## config.mk

```make
export PLATFORM = sky130hd
export DESIGN_NAME = ecx_config_regs
export DESIGN_NICKNAME = d
export VERILOG_FILES = /design/src/verilog/ecx_pkg.sv /design/src/verilog/ecx_config_regs.sv
export SDC_FILE = /design/constraint.sdc
export NUM_CORES = 1
export LEC_CHECK = 0
export ABC_CLOCK_PERIOD_IN_PS = 2680
export BUFFER_PORTS_ARGS = -buffer_cell sky130_fd_sc_hd__buf_2
export CAP_MARGIN = 20
export CORE_ASPECT_RATIO = 1.75
export CORE_MARGIN = 5
export CORE_UTILIZATION = 45
export CTS_BUF_LIST = sky130_fd_sc_hd__clkbuf_4
export DETAILED_ROUTE_END_ITERATION = 8
export PLACE_DENSITY = 0.69
export SLEW_MARGIN = 20
export SYNTH_ARGS = -nofsm -noshare
export SYNTH_HDL_FRONTEND = slang
export SYNTH_SLANG_ARGS = --single-unit
```

## constraint.sdc

```tcl
create_clock -name clk_sys -period 2.68 [get_ports clk_sys]
set_clock_uncertainty 0.2 [all_clocks]
set_input_delay 0.402 -clock clk_sys [delete_from_list [all_inputs] [get_ports clk_sys]]
set_output_delay 0.402 -clock clk_sys [all_outputs]
set_load 0.01 [all_outputs]
```

## src/verilog/ecx_pkg.sv

```systemverilog
package ecx_pkg;

    // ----------------------------------------------------------------
    // register addresses
    // ----------------------------------------------------------------
    localparam logic [7:0] REG_DIR_LO = 8'h06;
    localparam logic [7:0] REG_DIR_HI = 8'h07;
    localparam logic [7:0] REG_CONFIG = 8'h0F;
    localparam logic [7:0] READ_UNMAPPED = 8'h00;

    // ----------------------------------------------------------------
    // configuration fields
    // ----------------------------------------------------------------
    localparam int CFG_BLINK_EN = 0;
    localparam int CFG_PHASE_SEL = 1;
    localparam int CFG_GLOBAL = 2;
    localparam int CFG_IRQ_EN = 3;
    localparam int CFG_AUX_P0 = 4;
    localparam int CFG_AUX_P1 = 5;
    localparam int CFG_RSVD = 6;
    localparam int CFG_CHANGE = 7;
    localparam logic [7:0] CFG_RESET = 8'h0C;
    localparam logic [7:0] CFG_WRITE_MASK = 8'h3F;
    localparam logic [15:0] DIR_RESET = 16'hFFFF;

    // ----------------------------------------------------------------
    // sizes and counts
    // ----------------------------------------------------------------
    localparam int PORTS = 16;
    localparam int HALF = 8;
    localparam int NIBBLE = 4;
    localparam logic [3:0] BITS_PER_BYTE = 4'h8;
    localparam logic [3:0] LAST_TX_BIT = 4'h7;
    localparam logic [1:0] INIT_SNAP_CYCLES = 2'h3;
    // arbitrary default slave address
    localparam logic [6:0] DEV_ADDR_DEFAULT = 7'h20;

    typedef enum logic [3:0] {
        ST_IDLE,
        ST_ADDR,
        ST_ACK_ADDR,
        ST_PTR,
        ST_ACK_PTR,
        ST_WDATA,
        ST_ACK_WDATA,
        ST_RDATA,
        ST_MACK
    } ecx_state_t;

endpackage : ecx_pkg

```

## src/verilog/ecx_config_regs.sv

```systemverilog
// Notes on behaviour
// - config register 0x0F, eight documented fields
// - config bit D6 always reads zero
// - blink on: D1 selects phase set
// - D2 low: per-port own intensity, aux always uses master intensity
// - D2 high: outputs use master intensity
// - D3 low: shared pin follows aux levels
// - D3 high: shared pin is low-active interrupt
// - no irq, no blink: D4 drives pin
// - blink phase 0: pin follows D4
// - blink phase 1: pin follows D5
// - D7 reads input change flag
// - direction registers 0x06/0x07, 1 = input
// - direction registers read back written values
// - blink off: phase select ignored
// - flag on input differing from snapshot
// - reset sets all ports as inputs
`timescale 1ns/1ps
module ecx_config_regs
    import ecx_pkg::*;
#(
    parameter logic [6:0] DEV_ADDR = ecx_pkg::DEV_ADDR_DEFAULT
) (
    input wire logic clk_sys,
    input wire logic resetn,
    input wire logic scl,
    input wire logic sdaIn,
    output logic sdaOut,
    output logic sdaOe,
    input wire logic [15:0] portPin,
    input wire logic snapLow,
    input wire logic snapHigh,
    input wire logic [63:0] portIntensity,
    input wire logic [3:0] masterIntensity,
    output logic [15:0] portOutEn,
    output logic usePhase1,
    output logic [63:0] intensitySel,
    output logic [3:0] auxIntensity,
    output logic sharedIrqAuxPinOut,
    output logic sharedIrqAuxPinOe
);
    import ecx_pkg::*;

    // ----------------------------------------------------------------
    // input synchronisers
    // ----------------------------------------------------------------
    logic [17:0] syncA_q;
    logic [17:0] syncB_q;
    logic sclPrev_q;
    logic sdaPrev_q;
    logic sclS;
    logic sdaS;
    logic [15:0] pinS;

    always_ff @(posedge clk_sys) begin
        if (!resetn) begin
            syncA_q <= '1;
            syncB_q <= '1;
        end else begin
            syncA_q <= {scl, sdaIn, portPin};
            syncB_q <= syncA_q;
        end
    end

    assign sclS = syncB_q[17];
    assign sdaS = syncB_q[16];
    assign pinS = syncB_q[15:0];

    always_ff @(posedge clk_sys) begin
        if (!resetn) begin
            sclPrev_q <= 1'b1;
            sdaPrev_q <= 1'b1;
        end else begin
            sclPrev_q <= sclS;
            sdaPrev_q <= sdaS;
        end
    end

    logic sclRise;
    logic sclFall;
    logic startCond;
    logic stopCond;
    assign sclRise = sclS && !sclPrev_q;
    assign sclFall = !sclS && sclPrev_q;
    assign startCond = sclS && sclPrev_q && sdaPrev_q && !sdaS;
    assign stopCond = sclS && sclPrev_q && !sdaPrev_q && sdaS;

    // ----------------------------------------------------------------
    // serial slave
    // ----------------------------------------------------------------
    ecx_state_t state_q;
    logic [3:0] bitCnt_q;
    logic [7:0] shift_q;
    logic [7:0] tx_q;
    logic [7:0] ptr_q;
    logic rw_q;
    logic masterNack_q;
    logic [7:0] cfg_q;
    logic [15:0] dir_q;
    logic changeFlag_q;
    logic byteDone;
    logic wrStb;
    logic [7:0] nextPtr;

    assign byteDone = (bitCnt_q == BITS_PER_BYTE);
    // a write lands only once all eight bits are in
    // commit on byte end
    assign wrStb = sclFall && (state_q == ST_WDATA) && byteDone;
    // pointer pairs the two direction bytes, config stays put
    assign nextPtr = (ptr_q == REG_DIR_LO) ? REG_DIR_HI :
                     (ptr_q == REG_DIR_HI) ? REG_DIR_LO : ptr_q;

    function automatic logic [7:0] readMux(input logic [7:0] a);
        readMux = READ_UNMAPPED;
        case (a)
            REG_DIR_LO: readMux = dir_q[HALF-1:0];
            REG_DIR_HI: readMux = dir_q[PORTS-1:HALF];
            REG_CONFIG: begin
                readMux = cfg_q;
                readMux[CFG_CHANGE] = changeFlag_q;
                readMux[CFG_RSVD] = 1'b0;
            end
            default: readMux = READ_UNMAPPED;
        endcase
    endfunction : readMux

    always_ff @(posedge clk_sys) begin
        if (!resetn) begin
            state_q <= ST_IDLE;
            bitCnt_q <= '0;
            shift_q <= '0;
            rw_q <= 1'b0;
            masterNack_q <= 1'b1;
        end else if (startCond) begin
            state_q <= ST_ADDR;
            bitCnt_q <= '0;
        end else if (stopCond) begin
            state_q <= ST_IDLE;
        end else if (sclRise) begin
            if (state_q inside {ST_ADDR, ST_PTR, ST_WDATA}) begin
                shift_q <= {shift_q[6:0], sdaS};
                bitCnt_q <= bitCnt_q + 4'h1;
            end
            if (state_q == ST_MACK) begin
                masterNack_q <= sdaS;
            end
        end else if (sclFall) begin
            case (state_q)
                ST_ADDR: begin
                    if (byteDone) begin
                        rw_q <= shift_q[0];
                        state_q <= (shift_q[7:1] == DEV_ADDR) ? ST_ACK_ADDR : ST_IDLE;
                    end
                end
                ST_ACK_ADDR: begin
                    state_q <= rw_q ? ST_RDATA : ST_PTR;
                    bitCnt_q <= '0;
                end
                ST_PTR: begin
                    if (byteDone) begin
                        state_q <= ST_ACK_PTR;
                    end
                end
                ST_ACK_PTR, ST_ACK_WDATA: begin
                    state_q <= ST_WDATA;
                    bitCnt_q <= '0;
                end
                ST_WDATA: begin
                    if (byteDone) begin
                        state_q <= ST_ACK_WDATA;
                    end
                end
                ST_RDATA: begin
                    if (bitCnt_q == LAST_TX_BIT) begin
                        state_q <= ST_MACK;
                    end else begin
                        bitCnt_q <= bitCnt_q + 4'h1;
                    end
                end
                ST_MACK: begin
                    state_q <= masterNack_q ? ST_IDLE : ST_RDATA;
                    bitCnt_q <= '0;
                end
                default: state_q <= ST_IDLE;
            endcase
        end
    end

    always_ff @(posedge clk_sys) begin
        if (!resetn) begin
            ptr_q <= '0;
        end else if (sclFall && (state_q == ST_PTR) && byteDone) begin
            ptr_q <= shift_q;
        end else if (sclFall && (state_q == ST_ACK_WDATA)) begin
            ptr_q <= nextPtr;
        end else if (sclFall && (state_q == ST_MACK) && !masterNack_q) begin
            ptr_q <= nextPtr;
        end
    end

    always_ff @(posedge clk_sys) begin
        if (!resetn) begin
            tx_q <= '0;
        end else if (sclFall && (state_q == ST_ACK_ADDR) && rw_q) begin
            tx_q <= readMux(ptr_q);
        end else if (sclFall && (state_q == ST_MACK) && !masterNack_q) begin
            tx_q <= readMux(nextPtr);
        end else if (sclFall && (state_q == ST_RDATA)) begin
            tx_q <= {tx_q[6:0], 1'b1};
        end
    end

    // open drain: only ever pull low
    assign sdaOut = 1'b0;
    assign sdaOe = (state_q inside {ST_ACK_ADDR, ST_ACK_PTR, ST_ACK_WDATA})
                   || ((state_q == ST_RDATA) && !tx_q[7]);

    // ----------------------------------------------------------------
    // registers
    // ----------------------------------------------------------------
    always_ff @(posedge clk_sys) begin
        if (!resetn) begin
            cfg_q <= CFG_RESET;
        end else if (wrStb && (ptr_q == REG_CONFIG)) begin
            cfg_q <= shift_q & CFG_WRITE_MASK;
        end
    end

    always_ff @(posedge clk_sys) begin
        if (!resetn) begin
            dir_q <= DIR_RESET;
        end else if (wrStb && (ptr_q == REG_DIR_LO)) begin
            dir_q[HALF-1:0] <= shift_q;
        end else if (wrStb && (ptr_q == REG_DIR_HI)) begin
            dir_q[PORTS-1:HALF] <= shift_q;
        end
    end

    // ----------------------------------------------------------------
    // transition detection
    // ----------------------------------------------------------------
    logic [15:0] snap_q;
    logic [1:0] initCnt_q;

    // snapshot held off until synchronisers carry real pin levels
    always_ff @(posedge clk_sys) begin
        if (!resetn) begin
            snap_q <= '0;
            initCnt_q <= INIT_SNAP_CYCLES;
        end else if (initCnt_q != 2'h0) begin
            snap_q <= pinS;
            initCnt_q <= initCnt_q - 2'h1;
        end else if (wrStb && (ptr_q == REG_CONFIG)) begin
            snap_q <= pinS;
        end else begin
            if (snapLow) begin
                snap_q[HALF-1:0] <= pinS[HALF-1:0];
            end
            if (snapHigh) begin
                snap_q[PORTS-1:HALF] <= pinS[PORTS-1:HALF];
            end
        end
    end

    // flag clears by itself when the input returns
    always_ff @(posedge clk_sys) begin
        if (!resetn) begin
            changeFlag_q <= 1'b0;
        end else begin
            changeFlag_q <= (initCnt_q == 2'h0) && |((pinS ^ snap_q) & dir_q);
        end
    end

    // ----------------------------------------------------------------
    // output steering
    // ----------------------------------------------------------------
    logic auxLevel;
    logic sharedOe_q;
    logic usePhase1_q;
    logic [3:0] auxIntensity_q;

    // phase 0 level, phase 1 level
    assign auxLevel = (cfg_q[CFG_BLINK_EN] && cfg_q[CFG_PHASE_SEL]) ?
                      cfg_q[CFG_AUX_P1] : cfg_q[CFG_AUX_P0];

    always_ff @(posedge clk_sys) begin
        if (!resetn) begin
            sharedOe_q <= 1'b0;
        end else if (cfg_q[CFG_IRQ_EN]) begin
            sharedOe_q <= changeFlag_q;
        end else begin
            sharedOe_q <= !auxLevel;
        end
    end

    assign sharedIrqAuxPinOut = 1'b0;
    assign sharedIrqAuxPinOe = sharedOe_q;

    always_ff @(posedge clk_sys) begin
        if (!resetn) begin
            usePhase1_q <= 1'b0;
            auxIntensity_q <= '0;
        end else begin
            usePhase1_q <= cfg_q[CFG_BLINK_EN] && cfg_q[CFG_PHASE_SEL];
            auxIntensity_q <= masterIntensity;
        end
    end

    assign usePhase1 = usePhase1_q;
    assign auxIntensity = auxIntensity_q;
    assign portOutEn = ~dir_q;

    for (genvar i = 0; i < PORTS; i++) begin : gPort
        always_ff @(posedge clk_sys) begin
            if (!resetn) begin
                intensitySel[i*NIBBLE +: NIBBLE] <= '0;
            end else begin
                intensitySel[i*NIBBLE +: NIBBLE] <= cfg_q[CFG_GLOBAL] ?
                    masterIntensity : portIntensity[i*NIBBLE +: NIBBLE];
            end
        end
    end
endmodule : ecx_config_regs

```

* After elaboration in Yosys (flattened, before gate mapping) *
Index checks and enable logic that the tools add are counted.

operators by class
  add/sub/neg operators = 2
  eq/ne operators = 28
  mux-type cells = 49
  bitwise logic cells = 8
  reductions and logical operators = 54

operators with widths
  operator                                                               count
  4-bit 2-to-1 mux                                                       24
  8-bit 2-to-1 mux                                                       10
  8-bit case mux with 3 select lines                                     2
  8-bit by 3-bit equality test with 1-bit output, second input constant  4
  16-bit 2-to-1 mux                                                      2
  4-bit case mux with 7 select lines                                     1
  3-bit nonzero test                                                     8
  1-bit logical AND                                                      23
  4-bit by 3-bit equality test with 1-bit output, second input constant  5
  6-bit AND reduction                                                    3
  16-bit AND                                                             1
  8-bit by 4-bit equality test with 1-bit output, second input constant  2
  4-bit != test, second input constant                                   4
  16-bit NOT                                                             1
  16-bit OR reduction                                                    1
  16-bit XOR                                                             1
  4-bit by 2-bit equality test with 1-bit output, second input constant  2
  4-bit equality test, second input constant                             2
  2-bit != test, second input constant                                   4
  4-bit case mux with 2 select lines                                     1
  4-bit AND reduction                                                    2
  7-bit by 6-bit equality test with 1-bit output, second input constant  1
  1-bit zero test                                                        7
  1-bit 2-to-1 mux                                                       6
  other kinds (17)                                                       24

storage, ports and cells
  register bits = 183
  output and inout port bits = 89

* Logic depth before layout (Yosys ltp) *
  word-level depth = 8
  gate-level depth with buffers = 9
  gate-level depth less buffers = 7

* Worst setup path before layout *
OpenSTA, ideal clock, no wires.

  kind = register to register
  start = register syncB_q[17]
  end = register tx_q[7]
  data arrival time = 1716 ps
  data required time = 2361 ps
  setup slack = 646 ps
  stages on the path, launching flop included = 9
  path buffers = 2
  cell sequence = dfxtp_1 > inv_1 > ha_1 > nor2b_1 > and2_1 > buf_4 > a211o_1 > buf_4 > o221a_2

on the way
  word-level cells in the longest chain between the ends = 6
  elaborated cells on any way between the ends = 10
  those cells by class = mux (2); reduce/logical (8)

ends and longest elaborated chain
  element                          RTL line                RTL
  start, declared                  ecx_config_regs.sv:48   logic [17:0] syncB_q;
  start signal, assigned           ecx_config_regs.sv:61   syncB_q <= syncA_q;
  1-bit zero test *                ecx_config_regs.sv:84   assign sclFall = !sclS && sclPrev_q;
  1-bit logical AND *              ecx_config_regs.sv:84
  1-bit logical AND (2 in series)  ecx_config_regs.sv:206  end else if (sclFall && (state_q == ST_MACK) && !masterNack_q) begin
  8-bit 2-to-1 mux                 ecx_config_regs.sv:206
  8-bit 2-to-1 mux                 ecx_config_regs.sv:204  end else if (sclFall && (state_q == ST_ACK_ADDR) && rw_q) begin
  end signal, assigned             ecx_config_regs.sv:205  tx_q <= readMux(ptr_q);
  end signal, assigned             ecx_config_regs.sv:207  tx_q <= readMux(nextPtr);
  end signal, assigned             ecx_config_regs.sv:209  tx_q <= {tx_q[6:0], 1'b1};
  end, declared                    ecx_config_regs.sv:94   logic [7:0] tx_q;

Mark *: on every way between the ends. The rest lies on a longest branch, timed or not.
A chain may end at the register's enable or synchronous reset.

* Worst setup path after layout *
  start = register state_q[1]
  end = output port sdaOe

on the way
  word-level cells in the longest chain between the ends = 3
  elaborated cells on any way between the ends = 7
  those cells by class = eq/ne (4); reduce/logical (3)

ends and longest elaborated chain
  element                                                                       RTL line                                        RTL
  start, declared                                                               ecx_config_regs.sv:91                           ecx_state_t state_q;
  start signal, assigned                                                        ecx_config_regs.sv:152                          state_q <= (shift_q[7:1] == DEV_ADDR) ? ST_ACK_ADDR : ST_IDLE;
  start signal, assigned                                                        ecx_config_regs.sv:156                          state_q <= rw_q ? ST_RDATA : ST_PTR;
  start signal, assigned                                                        ecx_config_regs.sv:181                          state_q <= masterNack_q ? ST_IDLE : ST_RDATA;
  4-bit by 2-bit equality test with 1-bit output, or another cell as far along  ecx_config_regs.sv:215                          assign sdaOe = (state_q inside {ST_ACK_ADDR, ST_ACK_PTR, ST_ACK_WDATA})
  3-bit nonzero test / 1-bit logical AND (equally long branches)                ecx_config_regs.sv:215, ecx_config_regs.sv:216
  1-bit logical OR *                                                            ecx_config_regs.sv:216                          || ((state_q == ST_RDATA) && !tx_q[7]);
  end, declared                                                                 ecx_config_regs.sv:29                           output logic sdaOe,

Marked as above.

==> reports/metrics.cfg <==
[sta]
maxSlewHeadroom = 0.566
period_minus_slack_ps = 2430
finalHoldViolCount = 0
setup_viol = 0
finalCritPeriodShare = 0.907
rsz0062_at_grt = no
setup_tns_ps = 0
max_freq_mhz = 411
tightestPinTransition_ps = 644
drv_slew = 0

[floorplanning]
num_rows = 61
ios = 179
die_area_mm2 = 0.0189
die-width_um = 106
dieHeight_um = 178
initial_core_util = 0.459
core_mm2 = 0.0159

[pwr]
p_comb_frac = 0.110
seqPwrFrac = 0.591
power.density_mw_per_mm2 = 516
p_sw_mw = 1.35
sw_frac_of_total = 0.276
finalPower_mw = 4.90
clock_power_share = 0.299
vdd_drop_max_v = 0.000405
leakage_nw = 4.26
power.internal_mw = 3.54

[drt]
wl_um = 19600
firstDrtPassIters = 4
num_vias = 6355
drcViolationCount = 0
drt_iter0_markers = 221
via_per_inst = 5.12
ant_nets = 0
wl_per_cell_um = 15.8

[global_route]
use_met3 = 0.0398
grt_max_degree = 93
antenna_found_initial = 1
grt_pass1_vias = 6504
use_met1 = 0.227
grt_usage = 0.209
gr-total-overflow = 0
grt.busiest_layer = met2
use_met2 = 0.384
grt_pass1_wl_um = 31800

[final_layout]
multi_input_area_mm2 = 0.00329
nets = 1134
mostFrequentLayoutCells = 181 x dfxtp_1, 175 x buf_2, 105 x nand2b_1, 91 x dlygate4sd3_1, 80 x a21oi_1
drive_gt1_frac = 0.227
fill_cells = 1396
layout_commonest_cell = dfxtp_1
area_growth_pct = 30.2
regArea_mm2 = 0.00367

[worst_setup_path]
start_kind = register
endpoint_kind = output pin
crit_type = reg2out
crit_fanout = 16
cp.required_ps = 2080
worstPathArrival_ps = 1830

[synth]
seq_area_frac_synth = 0.503
ys.flop_type = dfxtp_1
synthCells = 791
ys_seq_elements = 183
avgSynthCellArea_um2 = 9.21
syn_area_mm2 = 0.00729
async_flop_share = 0
ys_warn_count = 0
ys_types = 56
synth_edf_count = 0

[clock_network]
htreeDepth = 4
clk_latency_ps = 550
cts_tree = built
clk_pin_slew_worst_paths_ps = 170
cts_max_path_buffers = 2
cts_buffers = 17
cts.sinks = 183
cts_root_buf = clkbuf_4
post_cts_buffers = 0

[outcome]
status = finished, final reports clean

[worst_hold_path]
hold_class = in2reg

[placement]
hpwl_um = 13300
io_buffers = 176
gp_congestion = 0.838

[job]
max_cap_viol_count = 0

## flip-flops by register name, summed over array words and instances (netlist names), 2 cells and up
name,count
auxIntensity,4
bitCnt_q,4
cfg_q,6
dir_q,16
initCnt_q,2
intensitySel,64
ptr_q,8
shift_q,8
snap_q,16
state_q,4
syncA_q,18
syncB_q,18
tx_q,8
## critical path: stages, from the launching register on
cell	delay, ps
dfxtp_2	520
nand2_1	180
o21ai_0	160
nor2b_1	240
buf_2	170
## stage by stage
stage               cells  hold slack, ps  area (um^2)   util  setup WS (ps)
floorplan             792             186         7290      -            646
global placement     1117             188         8300  0.523            407
detailed placement   1117             192         8300  0.523            330
CTS                  1240            74.0         9490  0.597         0.0346
global route         1241             101         9490  0.598           73.7
finish               1241             122         9490  0.598            249
## power by group through the flow
stage | Clock, mW | Sequential [mW] | Combinational, mW
3_5_place_dp | 0 | 2.95 | 0.433
4_1_cts | 1.54 | 2.89 | 0.540
5_1_grt | 1.66 | 2.91 | 0.596
3_3_place_gp | 0 | 2.95 | 0.427
6_report | 1.46 | 2.89 | 0.540
2_1_floorplan | 0 | 2.97 | 0.230
## layout make-up
class,instances,area share
well taps,189,0.0249
inverters,27,0.0107
clock inverters,14,0.0145
multi-input cells,529,0.347
repair buffers,280,0.202
diodes,1,0.000264
clock buffers,18,0.0142
flip-flops and latches,183,0.386
## kinds of logic (layout without fill, tap and decap cells)
logic type | after synthesis | in the layout | share of synthesized area
AOI/OAI and AO/OA | 177 | 177 | 0.149
xor gates and xnor gates | 20 | 20 | 0.0240
adders and majority gates | 6 | 6 | 0.0103
buffers and inverters | 80 | 339 | 0.0458
DFF | 183 | 183 | 0.503
muxes | 43 | 43 | 0.0592
other | 1 | 3 | 0.000515
and+or+nand+nor | 281 | 281 | 0.208
## cell usage after synthesis (2+ instances only)
master     instances  area share
a211o_1            2      0.0024
a211oi_1           4      0.0041
a21o_1             4      0.0041
a21oi_1           80       0.055
a221oi_1           2      0.0024
a22oi_1            6      0.0062
a311oi_1           4      0.0048
a31oi_1            2      0.0017
and2_1             6      0.0052
and3_1             3      0.0026
buf_1              2      0.0010
buf_2             11      0.0076
buf_4              5      0.0052
clkbuf_1          34       0.018
dfxtp_1          183        0.50
ha_1               6       0.010
inv_1             26       0.013
mux2i_1           42       0.058
nand2_1           64       0.033
nand2b_1         105       0.090
nand3_1           28       0.019
nand3b_1           2      0.0021
nand4_1            2      0.0017
nor2_1            33       0.017
nor2b_1            7      0.0060
nor3_1            11      0.0076
nor4_1             6      0.0052
nor4b_1            2      0.0024
o211ai_1           8      0.0082
o21ai_0           36       0.025
o21ai_1            2      0.0014
o221a_2            6      0.0093
o22ai_1            8      0.0069
o2bb2ai_1          6      0.0072
or3_1              4      0.0034
xnor2_1           14       0.017
xor2_1             6      0.0072
## what timing repair did
item,4_1_cts,5_1_grt
hold buffers,91,0
setup endpoints to repair,1,1
gates resized for setup,1,1
endpoints found under the hold margin,93,0
## per-layer routing
metal,vias up,share of wire
li1,3189,-
met1,2934,0.39
met2,191,0.53
met3,41,0.050
met4,0,0.032
met5,-,0
## worst paths after layout
kind	startpoint	endpoint	slack (ps)	cells past startpoint
min	snapLow	snap_q[6]	120	4
min reg2reg	syncA_q[6]	syncB_q[6]	220	1
max reg2reg	syncB_q[17]	dir_q[7]	300	7
max	state_q[1]	sdaOe	250	4
(Power assumes the default switching activity.)
